$ cat src/tmtc_pkg.sv
// shared constants and types for the trigger and multi-drop transmit control
package tmtc_pkg;
  // clock and internal sample rate
  localparam int CLK_HZ          = 25000000;
  localparam int SAMPLE_HZ       = 2000;
  localparam int SAMPLE_CYC      = CLK_HZ / SAMPLE_HZ;
  // character framing
  localparam int START_BITS      = 1;
  localparam int DATA_BITS       = 8;
  // default preparation delay and minimum gap, in us
  localparam int PREP_US         = 20;
  localparam int GAP_MIN_US      = 10;
  localparam int PREP_CYC        = (PREP_US * (CLK_HZ / 1000000));
  localparam int GAP_MIN_CYC     = (GAP_MIN_US * (CLK_HZ / 1000000));
  // number of start-up special datagrams
  localparam int STARTUP_CNT     = 4;
  // axi register byte offsets
  localparam logic [7:0] REG_CTRL   = 8'h00;
  localparam logic [7:0] REG_BAUD   = 8'h04;
  localparam logic [7:0] REG_FRAME  = 8'h08;
  localparam logic [7:0] REG_GAP    = 8'h0C;
  localparam logic [7:0] REG_START  = 8'h10;
  localparam logic [7:0] REG_SPEC   = 8'h14;
  localparam logic [7:0] REG_STATUS = 8'h18;
  localparam logic [7:0] REG_CNTMAX = 8'h1C;
  // control register fields
  localparam int CTL_TRIG    = 0;
  localparam int CTL_MDROP   = 1;
  localparam int CTL_TRIS    = 2;
  localparam int CTL_NOSTART = 3;
  localparam int CTL_STOPB   = 4;
  localparam int CTL_PARITY  = 5;
  localparam int CTL_SVCON   = 6;
  localparam int CTL_SVCOWN  = 7;
  localparam int CTL_CFGMODE = 8;
  localparam int ID_LSB      = 16;
  localparam logic [31:0] CTRL_RST   = 32'h0000_0000;
  localparam logic [15:0] BAUD_RST   = 16'h00D9;
  localparam logic [15:0] FRAME_RST  = 16'h0010;
  localparam logic [15:0] CNTMAX_RST = 16'hFFFF;
  // axi responses
  localparam logic [1:0] RESP_OKAY   = 2'b00;
  localparam logic [1:0] RESP_SLVERR = 2'b10;
  // transmit sequencer states, gray along init-idle-wait-send
  typedef enum logic [2:0] {
    TMTC_INIT = 3'b000,
    TMTC_IDLE = 3'b001,
    TMTC_WAIT = 3'b011,
    TMTC_SEND = 3'b010,
    TMTC_HOLD = 3'b110
  } tmtc_state_t;
endpackage

$ cat src/tmtc_top.sv
// transmit control: trigger, multi-drop scheduling and axi4-lite registers
`timescale 1ns/1ps
module tmtc_top
  import tmtc_pkg::*;
#(
  parameter int ID_W = 8
) (
  input  wire logic        clk,
  input  wire logic        rst_n,
  input  wire logic        remote_fire_input,
  input  wire logic        frameDone,
  output logic             frameStart,
  output logic             frameSpecial,
  output logic [2:0]       frameKind,
  output logic             lineDriveOe_n,
  output logic             validity_strobe,
  output logic             count_restart_pulse,
  output logic [15:0]      sampleCount,
  input  wire logic [7:0]  s_axi_awaddr,
  input  wire logic        s_axi_awvalid,
  output logic             s_axi_awready,
  input  wire logic [31:0] s_axi_wdata,
  input  wire logic [3:0]  s_axi_wstrb,
  input  wire logic        s_axi_wvalid,
  output logic             s_axi_wready,
  output logic [1:0]       s_axi_bresp,
  output logic             s_axi_bvalid,
  input  wire logic        s_axi_bready,
  input  wire logic [7:0]  s_axi_araddr,
  input  wire logic        s_axi_arvalid,
  output logic             s_axi_arready,
  output logic [31:0]      s_axi_rdata,
  output logic [1:0]       s_axi_rresp,
  output logic             s_axi_rvalid,
  input  wire logic        s_axi_rready
);

  // byte-lane merge used by every register write except the special request
  function automatic logic [31:0] laneMerge(input logic [31:0] old, input logic [31:0] nw, input logic [3:0] be);
    logic [31:0] res;
    res = old;
    for (int i = 0; i < 4; i++) begin
      if (be[i]) begin
        res[i*8 +: 8] = nw[i*8 +: 8];
      end
    end
    return res;
  endfunction

  // reset synchroniser: async assert, two-flop release
  logic rstMeta_ff;                 // first stage, read only by second
  logic rstSync_ff;                 // released reset for the design
  always_ff @(posedge clk or negedge rst_n) begin
    if (!rst_n) begin
      rstMeta_ff <= 1'b0;
      rstSync_ff <= 1'b0;
    end else begin
      rstMeta_ff <= 1'b1;
      rstSync_ff <= rstMeta_ff;
    end
  end
  wire logic srst_n = rstSync_ff;

  // registers
  logic [31:0]   ctrl_ff;           // mode bits and unit position id
  logic [15:0]   baudDiv_ff;        // clock cycles per bit
  logic [15:0]   frameLen_ff;       // datagram length in characters
  logic [31:0]   gapCyc_ff;         // requested datagram gap, cycles
  logic [31:0]   startCyc_ff;       // requested start-to-start, cycles
  logic [15:0]   cntMax_ff;         // sample counter restart value
  logic [2:0]    specKind_ff;       // latest special request kind
  logic          specPend_ff;       // special request waiting
  logic [ID_W-1:0] unit_position_id;
  tmtc_state_t   state_ff;          // transmit sequencer state, read back in status

  assign unit_position_id = ctrl_ff[ID_LSB +: ID_W];

  // axi write path
  logic        awHave_ff;
  logic        wHave_ff;
  logic [7:0]  awAddr_ff;
  logic [31:0] wData_ff;
  logic [3:0]  wStrb_ff;
  logic        wrFire;
  logic        specWrite;
  assign s_axi_awready = !awHave_ff && !s_axi_bvalid;
  assign s_axi_wready  = !wHave_ff && !s_axi_bvalid;
  assign wrFire = awHave_ff && wHave_ff && !s_axi_bvalid;
  assign specWrite = wrFire && (awAddr_ff == REG_SPEC) && wStrb_ff[0];
  wire logic [31:0] ctrlMerged = laneMerge(ctrl_ff, wData_ff, wStrb_ff); // control word after lane merge

  // capture address and data in either order
  always_ff @(posedge clk or negedge srst_n) begin
    if (!srst_n) begin
      awHave_ff <= 1'b0;
      wHave_ff  <= 1'b0;
      awAddr_ff <= 8'h00;
      wData_ff  <= 32'h0000_0000;
      wStrb_ff  <= 4'h0;
    end else begin
      if (s_axi_awvalid && s_axi_awready) begin
        awHave_ff <= 1'b1;
        awAddr_ff <= s_axi_awaddr;
      end else if (wrFire) begin
        awHave_ff <= 1'b0;
      end
      if (s_axi_wvalid && s_axi_wready) begin
        wHave_ff <= 1'b1;
        wData_ff <= s_axi_wdata;
        wStrb_ff <= s_axi_wstrb;
      end else if (wrFire) begin
        wHave_ff <= 1'b0;
      end
    end
  end

  // write response, okay at offsets up to REG_SPEC and at REG_CNTMAX, slverr elsewhere
  always_ff @(posedge clk or negedge srst_n) begin
    if (!srst_n) begin
      s_axi_bvalid <= 1'b0;
      s_axi_bresp  <= RESP_OKAY;
    end else if (wrFire) begin
      s_axi_bvalid <= 1'b1;
      s_axi_bresp  <= (awAddr_ff <= REG_SPEC || awAddr_ff == REG_CNTMAX) ? RESP_OKAY : RESP_SLVERR;
    end else if (s_axi_bready) begin
      s_axi_bvalid <= 1'b0;
    end
  end

  // configuration registers
  always_ff @(posedge clk or negedge srst_n) begin
    if (!srst_n) begin
      ctrl_ff     <= CTRL_RST;
      baudDiv_ff  <= BAUD_RST;
      frameLen_ff <= FRAME_RST;
      gapCyc_ff   <= 32'h0000_0000;
      startCyc_ff <= 32'h0000_0000;
      cntMax_ff   <= CNTMAX_RST;
    end else if (wrFire) begin
      case (awAddr_ff)
        REG_CTRL: begin
          ctrl_ff <= ctrlMerged;
          if (!ctrlMerged[CTL_TRIG]) begin
            ctrl_ff[CTL_MDROP] <= 1'b0;
          end
          if (!ctrl_ff[CTL_CFGMODE]) begin
            // a refused multi-drop request must not latch the disable
            ctrl_ff[CTL_TRIS] <= ctrl_ff[CTL_TRIS] | (ctrlMerged[CTL_MDROP] & ctrlMerged[CTL_TRIG]);
          end
        end
        REG_BAUD:   baudDiv_ff  <= 16'(laneMerge({16'h0000, baudDiv_ff}, wData_ff, wStrb_ff));
        REG_FRAME:  frameLen_ff <= 16'(laneMerge({16'h0000, frameLen_ff}, wData_ff, wStrb_ff));
        REG_GAP:    gapCyc_ff   <= laneMerge(gapCyc_ff, wData_ff, wStrb_ff);
        REG_START:  startCyc_ff <= laneMerge(startCyc_ff, wData_ff, wStrb_ff);
        REG_CNTMAX: cntMax_ff   <= 16'(laneMerge({16'h0000, cntMax_ff}, wData_ff, wStrb_ff));
        default: ;
      endcase
    end
  end

  // axi read path
  logic [31:0] rdMux;
  assign s_axi_arready = !s_axi_rvalid;
  always_comb begin
    rdMux = 32'h0000_0000;
    case (s_axi_araddr)
      REG_CTRL:   rdMux = ctrl_ff;
      REG_BAUD:   rdMux = {16'h0000, baudDiv_ff};
      REG_FRAME:  rdMux = {16'h0000, frameLen_ff};
      REG_GAP:    rdMux = gapCyc_ff;
      REG_START:  rdMux = startCyc_ff;
      REG_SPEC:   rdMux = {28'h0000000, specPend_ff, specKind_ff};
      REG_STATUS: rdMux = {13'h0000, state_ff, sampleCount};
      REG_CNTMAX: rdMux = {16'h0000, cntMax_ff};
      default:    rdMux = 32'h0000_0000;
    endcase
  end

  // read data register, one cycle after address
  always_ff @(posedge clk or negedge srst_n) begin
    if (!srst_n) begin
      s_axi_rvalid <= 1'b0;
      s_axi_rdata  <= 32'h0000_0000;
      s_axi_rresp  <= RESP_OKAY;
    end else if (s_axi_arvalid && s_axi_arready) begin
      s_axi_rvalid <= 1'b1;
      s_axi_rdata  <= rdMux;
      s_axi_rresp  <= (s_axi_araddr <= REG_CNTMAX && s_axi_araddr[1:0] == 2'b00) ? RESP_OKAY : RESP_SLVERR;
    end else if (s_axi_rready) begin
      s_axi_rvalid <= 1'b0;
    end
  end

  // sample-rate divider and sample counter
  logic [15:0] divCnt_ff;
  logic        sampleTick;
  assign sampleTick = (divCnt_ff == 16'(SAMPLE_CYC - 1));
  always_ff @(posedge clk or negedge srst_n) begin
    if (!srst_n) begin
      divCnt_ff   <= 16'h0000;
      sampleCount <= 16'h0000;
      count_restart_pulse <= 1'b0;
    end else begin
      divCnt_ff <= sampleTick ? 16'h0000 : divCnt_ff + 16'h0001;
      count_restart_pulse <= 1'b0;
      if (sampleTick) begin
        if (sampleCount >= cntMax_ff) begin
          sampleCount <= 16'h0000;
          count_restart_pulse <= 1'b1;
        end else begin
          sampleCount <= sampleCount + 16'h0001;
        end
      end
    end
  end

  // trigger edge detect; pin treated as synchronous
  logic fireLast_ff;
  logic fireFall;
  always_ff @(posedge clk or negedge srst_n) begin
    if (!srst_n) begin
      fireLast_ff <= 1'b1;
    end else begin
      fireLast_ff <= remote_fire_input;
    end
  end
  assign fireFall = fireLast_ff && !remote_fire_input;

  // mode decode
  logic trigMode;
  logic mdrop;
  logic muted;
  assign trigMode = ctrl_ff[CTL_TRIG];
  assign mdrop    = ctrl_ff[CTL_MDROP];
  assign muted    = ctrl_ff[CTL_SVCON] && !ctrl_ff[CTL_SVCOWN];

  // scheduling arithmetic, slot length in cycles
  logic [3:0]  charBits;
  logic [31:0] frameCyc;
  logic [31:0] gapUse;
  logic [31:0] minDelay;
  logic [31:0] delayUse;
  assign charBits = 4'(START_BITS + DATA_BITS) + (ctrl_ff[CTL_STOPB] ? 4'd2 : 4'd1) + {3'b000, ctrl_ff[CTL_PARITY]};
  assign frameCyc = 32'(baudDiv_ff) * 32'(charBits) * 32'(frameLen_ff);
  assign gapUse   = (gapCyc_ff < 32'(GAP_MIN_CYC)) ? 32'(GAP_MIN_CYC) : gapCyc_ff;
  assign minDelay = 32'(PREP_CYC) + 32'(unit_position_id) * (frameCyc + gapUse);
  assign delayUse = (startCyc_ff * 32'(unit_position_id) > minDelay) ?
                    startCyc_ff * 32'(unit_position_id) : minDelay;

  // special request holding, newest wins, set beats clear
  logic takeSpec;
  always_ff @(posedge clk or negedge srst_n) begin
    if (!srst_n) begin
      specPend_ff <= 1'b0;
      specKind_ff <= 3'h0;
    end else if (specWrite) begin
      specPend_ff <= 1'b1;
      specKind_ff <= wData_ff[2:0];
    end else if (takeSpec) begin
      specPend_ff <= 1'b0;
    end
  end

  // transmit sequencer
  logic [31:0] waitCnt_ff;
  logic [2:0]  initLeft_ff;
  logic        sending;
  assign sending = (state_ff == TMTC_SEND);
  assign takeSpec = (state_ff == TMTC_WAIT) && (waitCnt_ff == 32'h0) && specPend_ff && !specWrite;

  always_ff @(posedge clk or negedge srst_n) begin
    if (!srst_n) begin
      state_ff     <= TMTC_INIT;
      waitCnt_ff   <= 32'h0000_0000;
      initLeft_ff  <= 3'(STARTUP_CNT);
      frameStart   <= 1'b0;
      frameSpecial <= 1'b0;
      frameKind    <= 3'h0;
    end else begin
      frameStart <= 1'b0;
      case (state_ff)
        TMTC_INIT: begin
          if (initLeft_ff == 3'h0 || (mdrop && ctrl_ff[CTL_NOSTART])) begin
            state_ff <= TMTC_IDLE;
          end else begin
            waitCnt_ff <= mdrop ? delayUse * 32'(STARTUP_CNT) : 32'h0;
            state_ff   <= TMTC_HOLD;
          end
        end
        TMTC_HOLD: begin
          if (waitCnt_ff != 32'h0) begin
            waitCnt_ff <= waitCnt_ff - 32'h1;
          end else begin
            frameStart   <= 1'b1;
            frameSpecial <= 1'b1;
            frameKind    <= 3'(STARTUP_CNT) - initLeft_ff;
            initLeft_ff  <= initLeft_ff - 3'h1;
            state_ff     <= TMTC_SEND;
          end
        end
        TMTC_IDLE: begin
          if (muted) begin
            state_ff <= TMTC_IDLE;
          end else if (!trigMode && sampleTick) begin
            waitCnt_ff <= 32'h0;
            state_ff   <= TMTC_WAIT;
          end else if (trigMode && fireFall) begin
            waitCnt_ff <= mdrop ? delayUse : 32'h0;
            state_ff   <= TMTC_WAIT;
          end
        end
        TMTC_WAIT: begin
          if (waitCnt_ff != 32'h0) begin
            waitCnt_ff <= waitCnt_ff - 32'h1;
          end else begin
            frameStart <= 1'b1;
            frameSpecial <= takeSpec;
            frameKind    <= takeSpec ? specKind_ff : 3'h0;
            state_ff     <= TMTC_SEND;
          end
        end
        TMTC_SEND: begin
          if (frameDone) begin
            state_ff <= (initLeft_ff != 3'h0) ? TMTC_HOLD : TMTC_IDLE;
            waitCnt_ff <= 32'h0;
          end
        end
        default: state_ff <= TMTC_INIT;
      endcase
    end
  end

  // line driver enable, low means driving
  // driver off between frames once tristate is latched, else on unless muted
  always_ff @(posedge clk or negedge srst_n) begin
    if (!srst_n) begin
      lineDriveOe_n <= 1'b1;
    end else begin
      lineDriveOe_n <= ctrl_ff[CTL_TRIS] ? !(sending || frameStart) : muted;
    end
  end

  // validity strobe: falls on sample (free-run) or frame start (trigger), rises at frame end
  // stays active in multi-drop
  always_ff @(posedge clk or negedge srst_n) begin
    if (!srst_n) begin
      validity_strobe <= 1'b1;
    end else if (sampleTick && !trigMode) begin
      validity_strobe <= 1'b0;
    end else if (frameStart && trigMode) begin
      validity_strobe <= 1'b0;
    end else if (sending && frameDone) begin
      validity_strobe <= 1'b1;
    end
  end
endmodule

$ cat config.mk
export PLATFORM = sky130hd
export DESIGN_NAME = tmtc_top
export DESIGN_NICKNAME = d
export VERILOG_FILES = /design/src/tmtc_pkg.sv /design/src/tmtc_top.sv
export SDC_FILE = /design/constraint.sdc
export NUM_CORES = 2
export LEC_CHECK = 0
export BUFFER_PORTS_ARGS = -buffer_cell sky130_fd_sc_hd__buf_2
export CORE_AREA = 4 4 309 311
export DETAILED_ROUTE_END_ITERATION = 12
export DIE_AREA = 0 0 313 315
export PLACE_DENSITY_LB_ADDON = 0.12
export SLEW_MARGIN = 20
export SYNTH_ARGS = -nofsm -noshare
export SYNTH_HDL_FRONTEND = slang
export SYNTH_SLANG_ARGS = --single-unit
$ cat constraint.sdc
create_clock -name clk -period 9.8 [get_ports clk]
set_input_delay 1.96 -clock clk [delete_from_list [all_inputs] [get_ports clk]]
set_output_delay 1.96 -clock clk [all_outputs]
set_load 0.05 [all_outputs]
# [Yosys cells after proc, flatten, opt, wreduce, memory -nomap -nowiden]
# Index checks and enable logic that the tools add are counted.
[classes] n_bitwise=3 multipliers=4 eq_ne=28 shift=0 magnitude_cmp=5 div_mod_pow=0 reduce_logical=73 muxes=52 addsub=9
[op_table] cell="$mux W32" n=10
[op_table] cell="$pmux W32 S8" n=1
[op_table] cell="$pmux W32 S4" n=1
[op_table] cell="$reduce_and A3 Y1" n=21
[op_table] cell="$eq A8 B5 Y1 const B" n=7
[op_table] cell="$mux W3" n=11
[op_table] cell="$add A16 B1 Y16 const B" n=2
[op_table] cell="$add A32 B32 Y32" n=1
[op_table] cell="$add A9 B32 Y32 const A" n=1
[op_table] cell="$eq A8 B4 Y1 const B" n=4
[op_table] cell="$gt A32 B32 Y1" n=1
[op_table] cell="$logic_not A32 Y1" n=1
[op_table] cell="$lt A32 B8 Y1 const B" n=1
[op_table] cell="$mul A20 B16 Y32" n=1
[op_table] cell="$mul A32 B8 Y32" n=1
[op_table] cell="$mul A8 B32 Y32" n=1
[op_table] cell="$mux W16" n=2
[op_table] cell="$reduce_bool A32 Y1" n=1
[op_table] cell="$sub A32 B1 Y32 const B" n=1
[op_table] cell="$mux W1" n=21
[op_table] cell="$logic_and A1 B1 Y1" n=20
[op_table] cell="$mul A16 B4 Y20" n=1
[op_table] cell="$eq A16 B14 Y1 const B" n=1
[op_table] cell="$eq A8 B3 Y1 const B" n=2
[op_table] cell="31 further kinds" n=60
[word_totals] regBits=313 latch_bits=0 output_inout_bits=65 memories=0 elab_cells=220 rom_bits=0 ramBits=0

# [Logic depth before layout (Yosys ltp)]
[depth] ltp_word=15 mapped_depth=71 mapped_depth_nobuf=68

# [Worst setup path after synthesis]
# Ideal clock, no wire load.
[synth_timing] path_type="reg2reg" start="register ctrl_ff[4]" end="register waitCnt_ff[23]" path_slack_ns=-6.065 path_stages_with_launch=65 period_less_slack_ns=15.865 arrival_ns=15.732 required_time_ns=9.667 path_buffers=3 setup_time_ns=0.133 path_cell_list="dfrtp_1 > ha_1 > clkbuf_1 > nor2_1 > fa_1 > inv_1 > fa_1 > inv_1 > fa_1 > a211oi_1 > o21ai_0 > a31oi_1 > inv_1 > a21o_1 > a21oi_1 > xnor2_1 > clkbuf_1 > and2_1 > [... 29 more ...] > a21oi_1 > nor2b_1 > o21ai_0 > o211ai_1 > o41ai_1 > o21ai_0 > xor2_1 > xnor3_1 > xnor2_2 > ha_1 > nand4_1 > nor4_1 > nand3_1 > o31ai_1 > clkbuf_1 > mux2_2 > a211oi_1 > o21ai_0"
[synth_between] elab_chain_len=15 word_cells_on_any_way=17 classes_between="add/sub: 4; mul: 3; order compare: 1; mux: 9"
[synth_lines] item="from (decl)" line_no="tmtc_top.sv:65" text="logic [31:0] ctrl_ff;"
[synth_lines] item="from (signal assigned)" line_no="tmtc_top.sv:142" text="ctrl_ff <= ctrlMerged;"
[synth_lines] item="from (signal, indexed assignment)" line_no="tmtc_top.sv:148" text="ctrl_ff[CTL_TRIS] <= ctrl_ff[CTL_TRIS] | (ctrlMerged[CTL_MDROP] & ctrlMerged[CTL_TRIG]);"
[synth_lines] item="$mux W2 (*)" line_no="tmtc_top.sv:243" text="assign charBits = 4'(START_BITS + DATA_BITS) + (ctrl_ff[CTL_STOPB] ? 4'd2 : 4'd1) + {3'b000, ctrl_ff[CTL_PARIT ..."
[synth_lines] item="$add A4 B2 Y4 (*)" line_no="tmtc_top.sv:243"
[synth_lines] item="$add A4 B1 Y4 (*)" line_no="tmtc_top.sv:243"
[synth_lines] item="$mul A16 B4 Y20 (*)" line_no="tmtc_top.sv:244" text="assign frameCyc = 32'(baudDiv_ff) * 32'(charBits) * 32'(frameLen_ff);"
[synth_lines] item="$mul A20 B16 Y32 (*)" line_no="tmtc_top.sv:244"
[synth_lines] item="$add A32 B32 Y32 (*)" line_no="tmtc_top.sv:246" text="assign minDelay = 32'(PREP_CYC) + 32'(unit_position_id) * (frameCyc + gapUse);"
[synth_lines] item="$mul A8 B32 Y32 (*)" line_no="tmtc_top.sv:246"
[synth_lines] item="$add A9 B32 Y32 (*)" line_no="tmtc_top.sv:246"
[synth_lines] item="$gt A32 B32 Y1" line_no="tmtc_top.sv:247" text="assign delayUse = (startCyc_ff * 32'(unit_position_id) > minDelay) ?"
[synth_lines] item="$mux W32 (*)" line_no="tmtc_top.sv:247"
[synth_lines] item="$mux W32" line_no="tmtc_top.sv:308" text="waitCnt_ff <= mdrop ? delayUse : 32'h0;"
[synth_lines] item="$mux W32" line_no="tmtc_top.sv:307" text="end else if (trigMode && fireFall) begin"
[synth_lines] item="$mux W32" line_no="tmtc_top.sv:304" text="end else if (!trigMode && sampleTick) begin"
[synth_lines] item="$mux W32" line_no="tmtc_top.sv:302" text="if (muted) begin"
[synth_lines] item="$pmux W32 S4 (*)" line_no="tmtc_top.sv:281" text="case (state_ff)"
[synth_lines] item="to (signal assigned)" line_no="tmtc_top.sv:286" text="waitCnt_ff <= mdrop ? delayUse * 32'(STARTUP_CNT) : 32'h0;"
[synth_lines] item="to (signal assigned)" line_no="tmtc_top.sv:308"
[synth_lines] item="to (signal assigned)" line_no="tmtc_top.sv:314" text="waitCnt_ff <= waitCnt_ff - 32'h1;"
[synth_lines] item="to (decl)" line_no="tmtc_top.sv:265" text="logic [31:0] waitCnt_ff;"
# Every way passes the cells marked *; elsewhere a longest branch is shown, timed or not. The select of a mux whose other input is x is not followed.
# A chain may end at the register's enable or synchronous reset.

# [Worst setup path after layout]
[layout_timing] start="register ctrl_ff[4]" end="register waitCnt_ff[11]"
# Same word-level chain as after synthesis.

==> metrics <==
outcome=finished with violations; failing checks=negative setup slack; Tcrit/Tclk final=155%; met2 wire len=60.8 mm; endpoint type of the worst setup path=flop; number of synthesized flops with an enable pin=0; most common cell after layout, fill and taps aside=inv_1; vias per std cell=5.23; Pwr Density=approximately 160 nW/um^2; fillers=8,679; final hold vios=0; DRC=0; Buffers on Ports=123; critical path launch point type=flop; DRT Pass-1 Iters=6; GPL Wtd Cong=0.906; YS warnings=0; Max VDD drop=0.156 mV; clk_skew=0.0213 ns; clock slew at reported path FFs=0.08 ns; core area=92,800 sq um; final worst slack=-5.43 ns; Die W=about 310 um; worst-path maximum fanout=8; share of cells above drive strength 1=~23%; die footprint=98,600 sq um; Skew-Pair Late Insertion Delay=0.63 ns; drt initial violations=2,093; row cnt=112; # IOs=126; global-route wire length before repair=201 mm; register area share after synthesis=18.8%; gr usage total=about a quarter; Synth cell types=82; Post-Syn Area=41,600 sq um; Post-Synthesis Cells=4,449; clk sinks=approximately 310; Layout area overhead=19.0%; commonest non-fill, non-tap cells in the layout=inv_1 (772), fa_1 (609), nand2_1 (503), buf_4 (479), and2_1 (387); ys flop type=dfrtp_1; minimum clock period=15.23 ns; largest net degree at the start of global routing=175; number of global-route vias before repair=34.6k; asr flop ratio synth=100%; most frequent CP cell=fa_1; measured slew at the worst slew-check pin=1.10 ns; initial antenna violation count=11; Die H=315 um; placed cells=approximately 6.1k; CTS Buf Count=31; clk buf depth=3; Routed Antenna Nets=0; CTS tree=built; WL/cell=20.6 um; Initial Util=44.8%; Final #Nets=5,865; Worst Path Required=10.29 ns; min-delay src=rstMeta_ff; CP Class=flop to flop; Critical Path Source=ctrl_ff[4]; slowest cell on the critical path=fa_2; H-tree depth=1; Non-Filler Instances=~6.2k; met3 routed wirelength=7.24 mm; worst path arrival time=15.73 ns; Pleak=23.8 nW; hold_buf cts=0; Max Cap Violations=0; top sig layer=met4; hpwl dp=104 mm; f_max=65.6 MHz; Mapped Avg Cell Area=between 9 and 10 sq um; Seq cells post-synth=311; final hold slack=roughly 0.36 ns; Post-Route M1 WL=54.6 mm; unrepaired setup endpoints after global routing=yes; CP peak stage delay=~0.57 ns; Setup Viol. Count Final=32; DRT Wirelength=128 mm; Worst Hold Class=flop to flop; worst relative slew slack=26.0%; Root Driver=clkbuf_16; gr ovfl total=0; reg2reg start=ctrl_ff[4]; max-slew violation count=0; DR vias=32.4k
-- state kept, by name, indices dropped and copies added, names as in the netlist, 16 cells and up --
register     flops
cntMax_ff       16
startCyc_ff     32
ctrl_ff         32
sampleCount     16
frameLen_ff     16
divCnt_ff       16
wData_ff        32
gapCyc_ff       32
baudDiv_ff      16
s_axi_rdata     32
waitCnt_ff      32
-- synth_stat cells (55+ instances only) --
library cell,count,area share (%)
and2_1,402,6.1
inv_1,796,7.2
xor2_1,55,1.2
nand2_1,513,4.6
mux2_2,196,5.3
ha_1,265,8.0
xnor2_1,114,2.4
dfrtp_1,285,17
a21o_1,83,1.5
a21oi_1,99,1.2
fa_1,620,30
clkbuf_1,181,1.6
o21ai_0,106,1.3
nor2_1,128,1.2
-- worst max-delay path, delay by kind of cell, from the launching register on --
family	cells	cell delay [ns]
AOI/OAI and AO/OA	14	2.28
xor gates and xnor gates	4	0.81
adders and majority gates	17	7.24
buffers and inverters	13	1.10
DFF	1	0.41
muxes	1	0.29
and+or+nand+nor	17	2.98
-- power breakdown --
part           internal, mW  switching (mW)
registers              1.55           0.452
logic                  2.05            2.61
clock network         0.821           0.583
total                  4.42            3.64
-- stage by stage --
step / utilization, % / setup slack [ns] / power, mW / setup TNS, ns / instance area (sq um)
floorplan: - / -4.34 / 4.31 / -135.95 / 42200
global placement: 51.1 / -5.32 / 6.42 / -167.73 / 47400
detailed placement: 51.1 / -5.63 / 6.46 / -176.63 / 47400
CTS: 53.0 / -5.36 / 7.99 / -168.86 / 49100
global route: 53.3 / -6.14 / 8.61 / -193.14 / 49500
finish: 53.3 / -5.43 / 8.06 / -170.46 / 49500
-- worst paths after layout --
check                                       to  slack (ns)  depth (start not counted)
worst max-delay path            waitCnt_ff[11]       -5.43                         66
worst min-delay path                rstSync_ff        0.36                          0
worst max register to register  waitCnt_ff[11]       -5.43                         66
worst min register to register      rstSync_ff        0.36                          0
max in group asynchronous          wData_ff[5]        7.83                          1
min in group asynchronous         wData_ff[17]        0.44                          0
-- area by class of cell --
class                           count  area [sq um]  share of cell area, %
Tap cell                         1254          1570                   3.17
Timing Repair Buffer              639          4810                   9.73
Antenna cell                        3          7.51                 0.0152
Clock inverter                     17           300                  0.607
Clock buffer                       41           873                   1.77
Sequential cell                   311          7830                   15.8
Inverter                          796          2990                   6.05
Multi-Input combinational cell   3140         31100                   62.8
-- what timing repair did --
action / in CTS / in global routing
setup buffers: 26 / 10
gates resized for setup: 84 / 67
pin swaps: 41 / 65
gates cloned: 0 / 0
setup endpoints to repair: 32 / 32
-- cell families (layout without fill, tap and decap cells) --
group | Yosys count | in the layout | share of synthesized area [%]
flip-flops | 311 | 311 | 18.8
other | 2 | 6 | 0.0181
AND/OR/NAND/NOR | 1315 | 1315 | 15.8
AO/OA/AOI/OAI | 548 | 548 | 8.90
XOR/XNOR | 175 | 175 | 3.86
adder cells (fa/ha/maj) | 885 | 885 | 37.8
multiplexers | 214 | 214 | 5.74
buffers and inverters | 999 | 1493 | 9.05
-- layer usage --
| metal | up-vias | global-route usage (%) |
|---|---|---|
| met1 | 16435 | 34.7 |
| met5 | - | 0 |
| met2 | 791 | 44.4 |
| met4 | 0 | 8.87 |
| met3 | 182 | 4.30 |
| li1 | 15017 | - |
No activity file was read; power rests on OpenSTA's default activity.
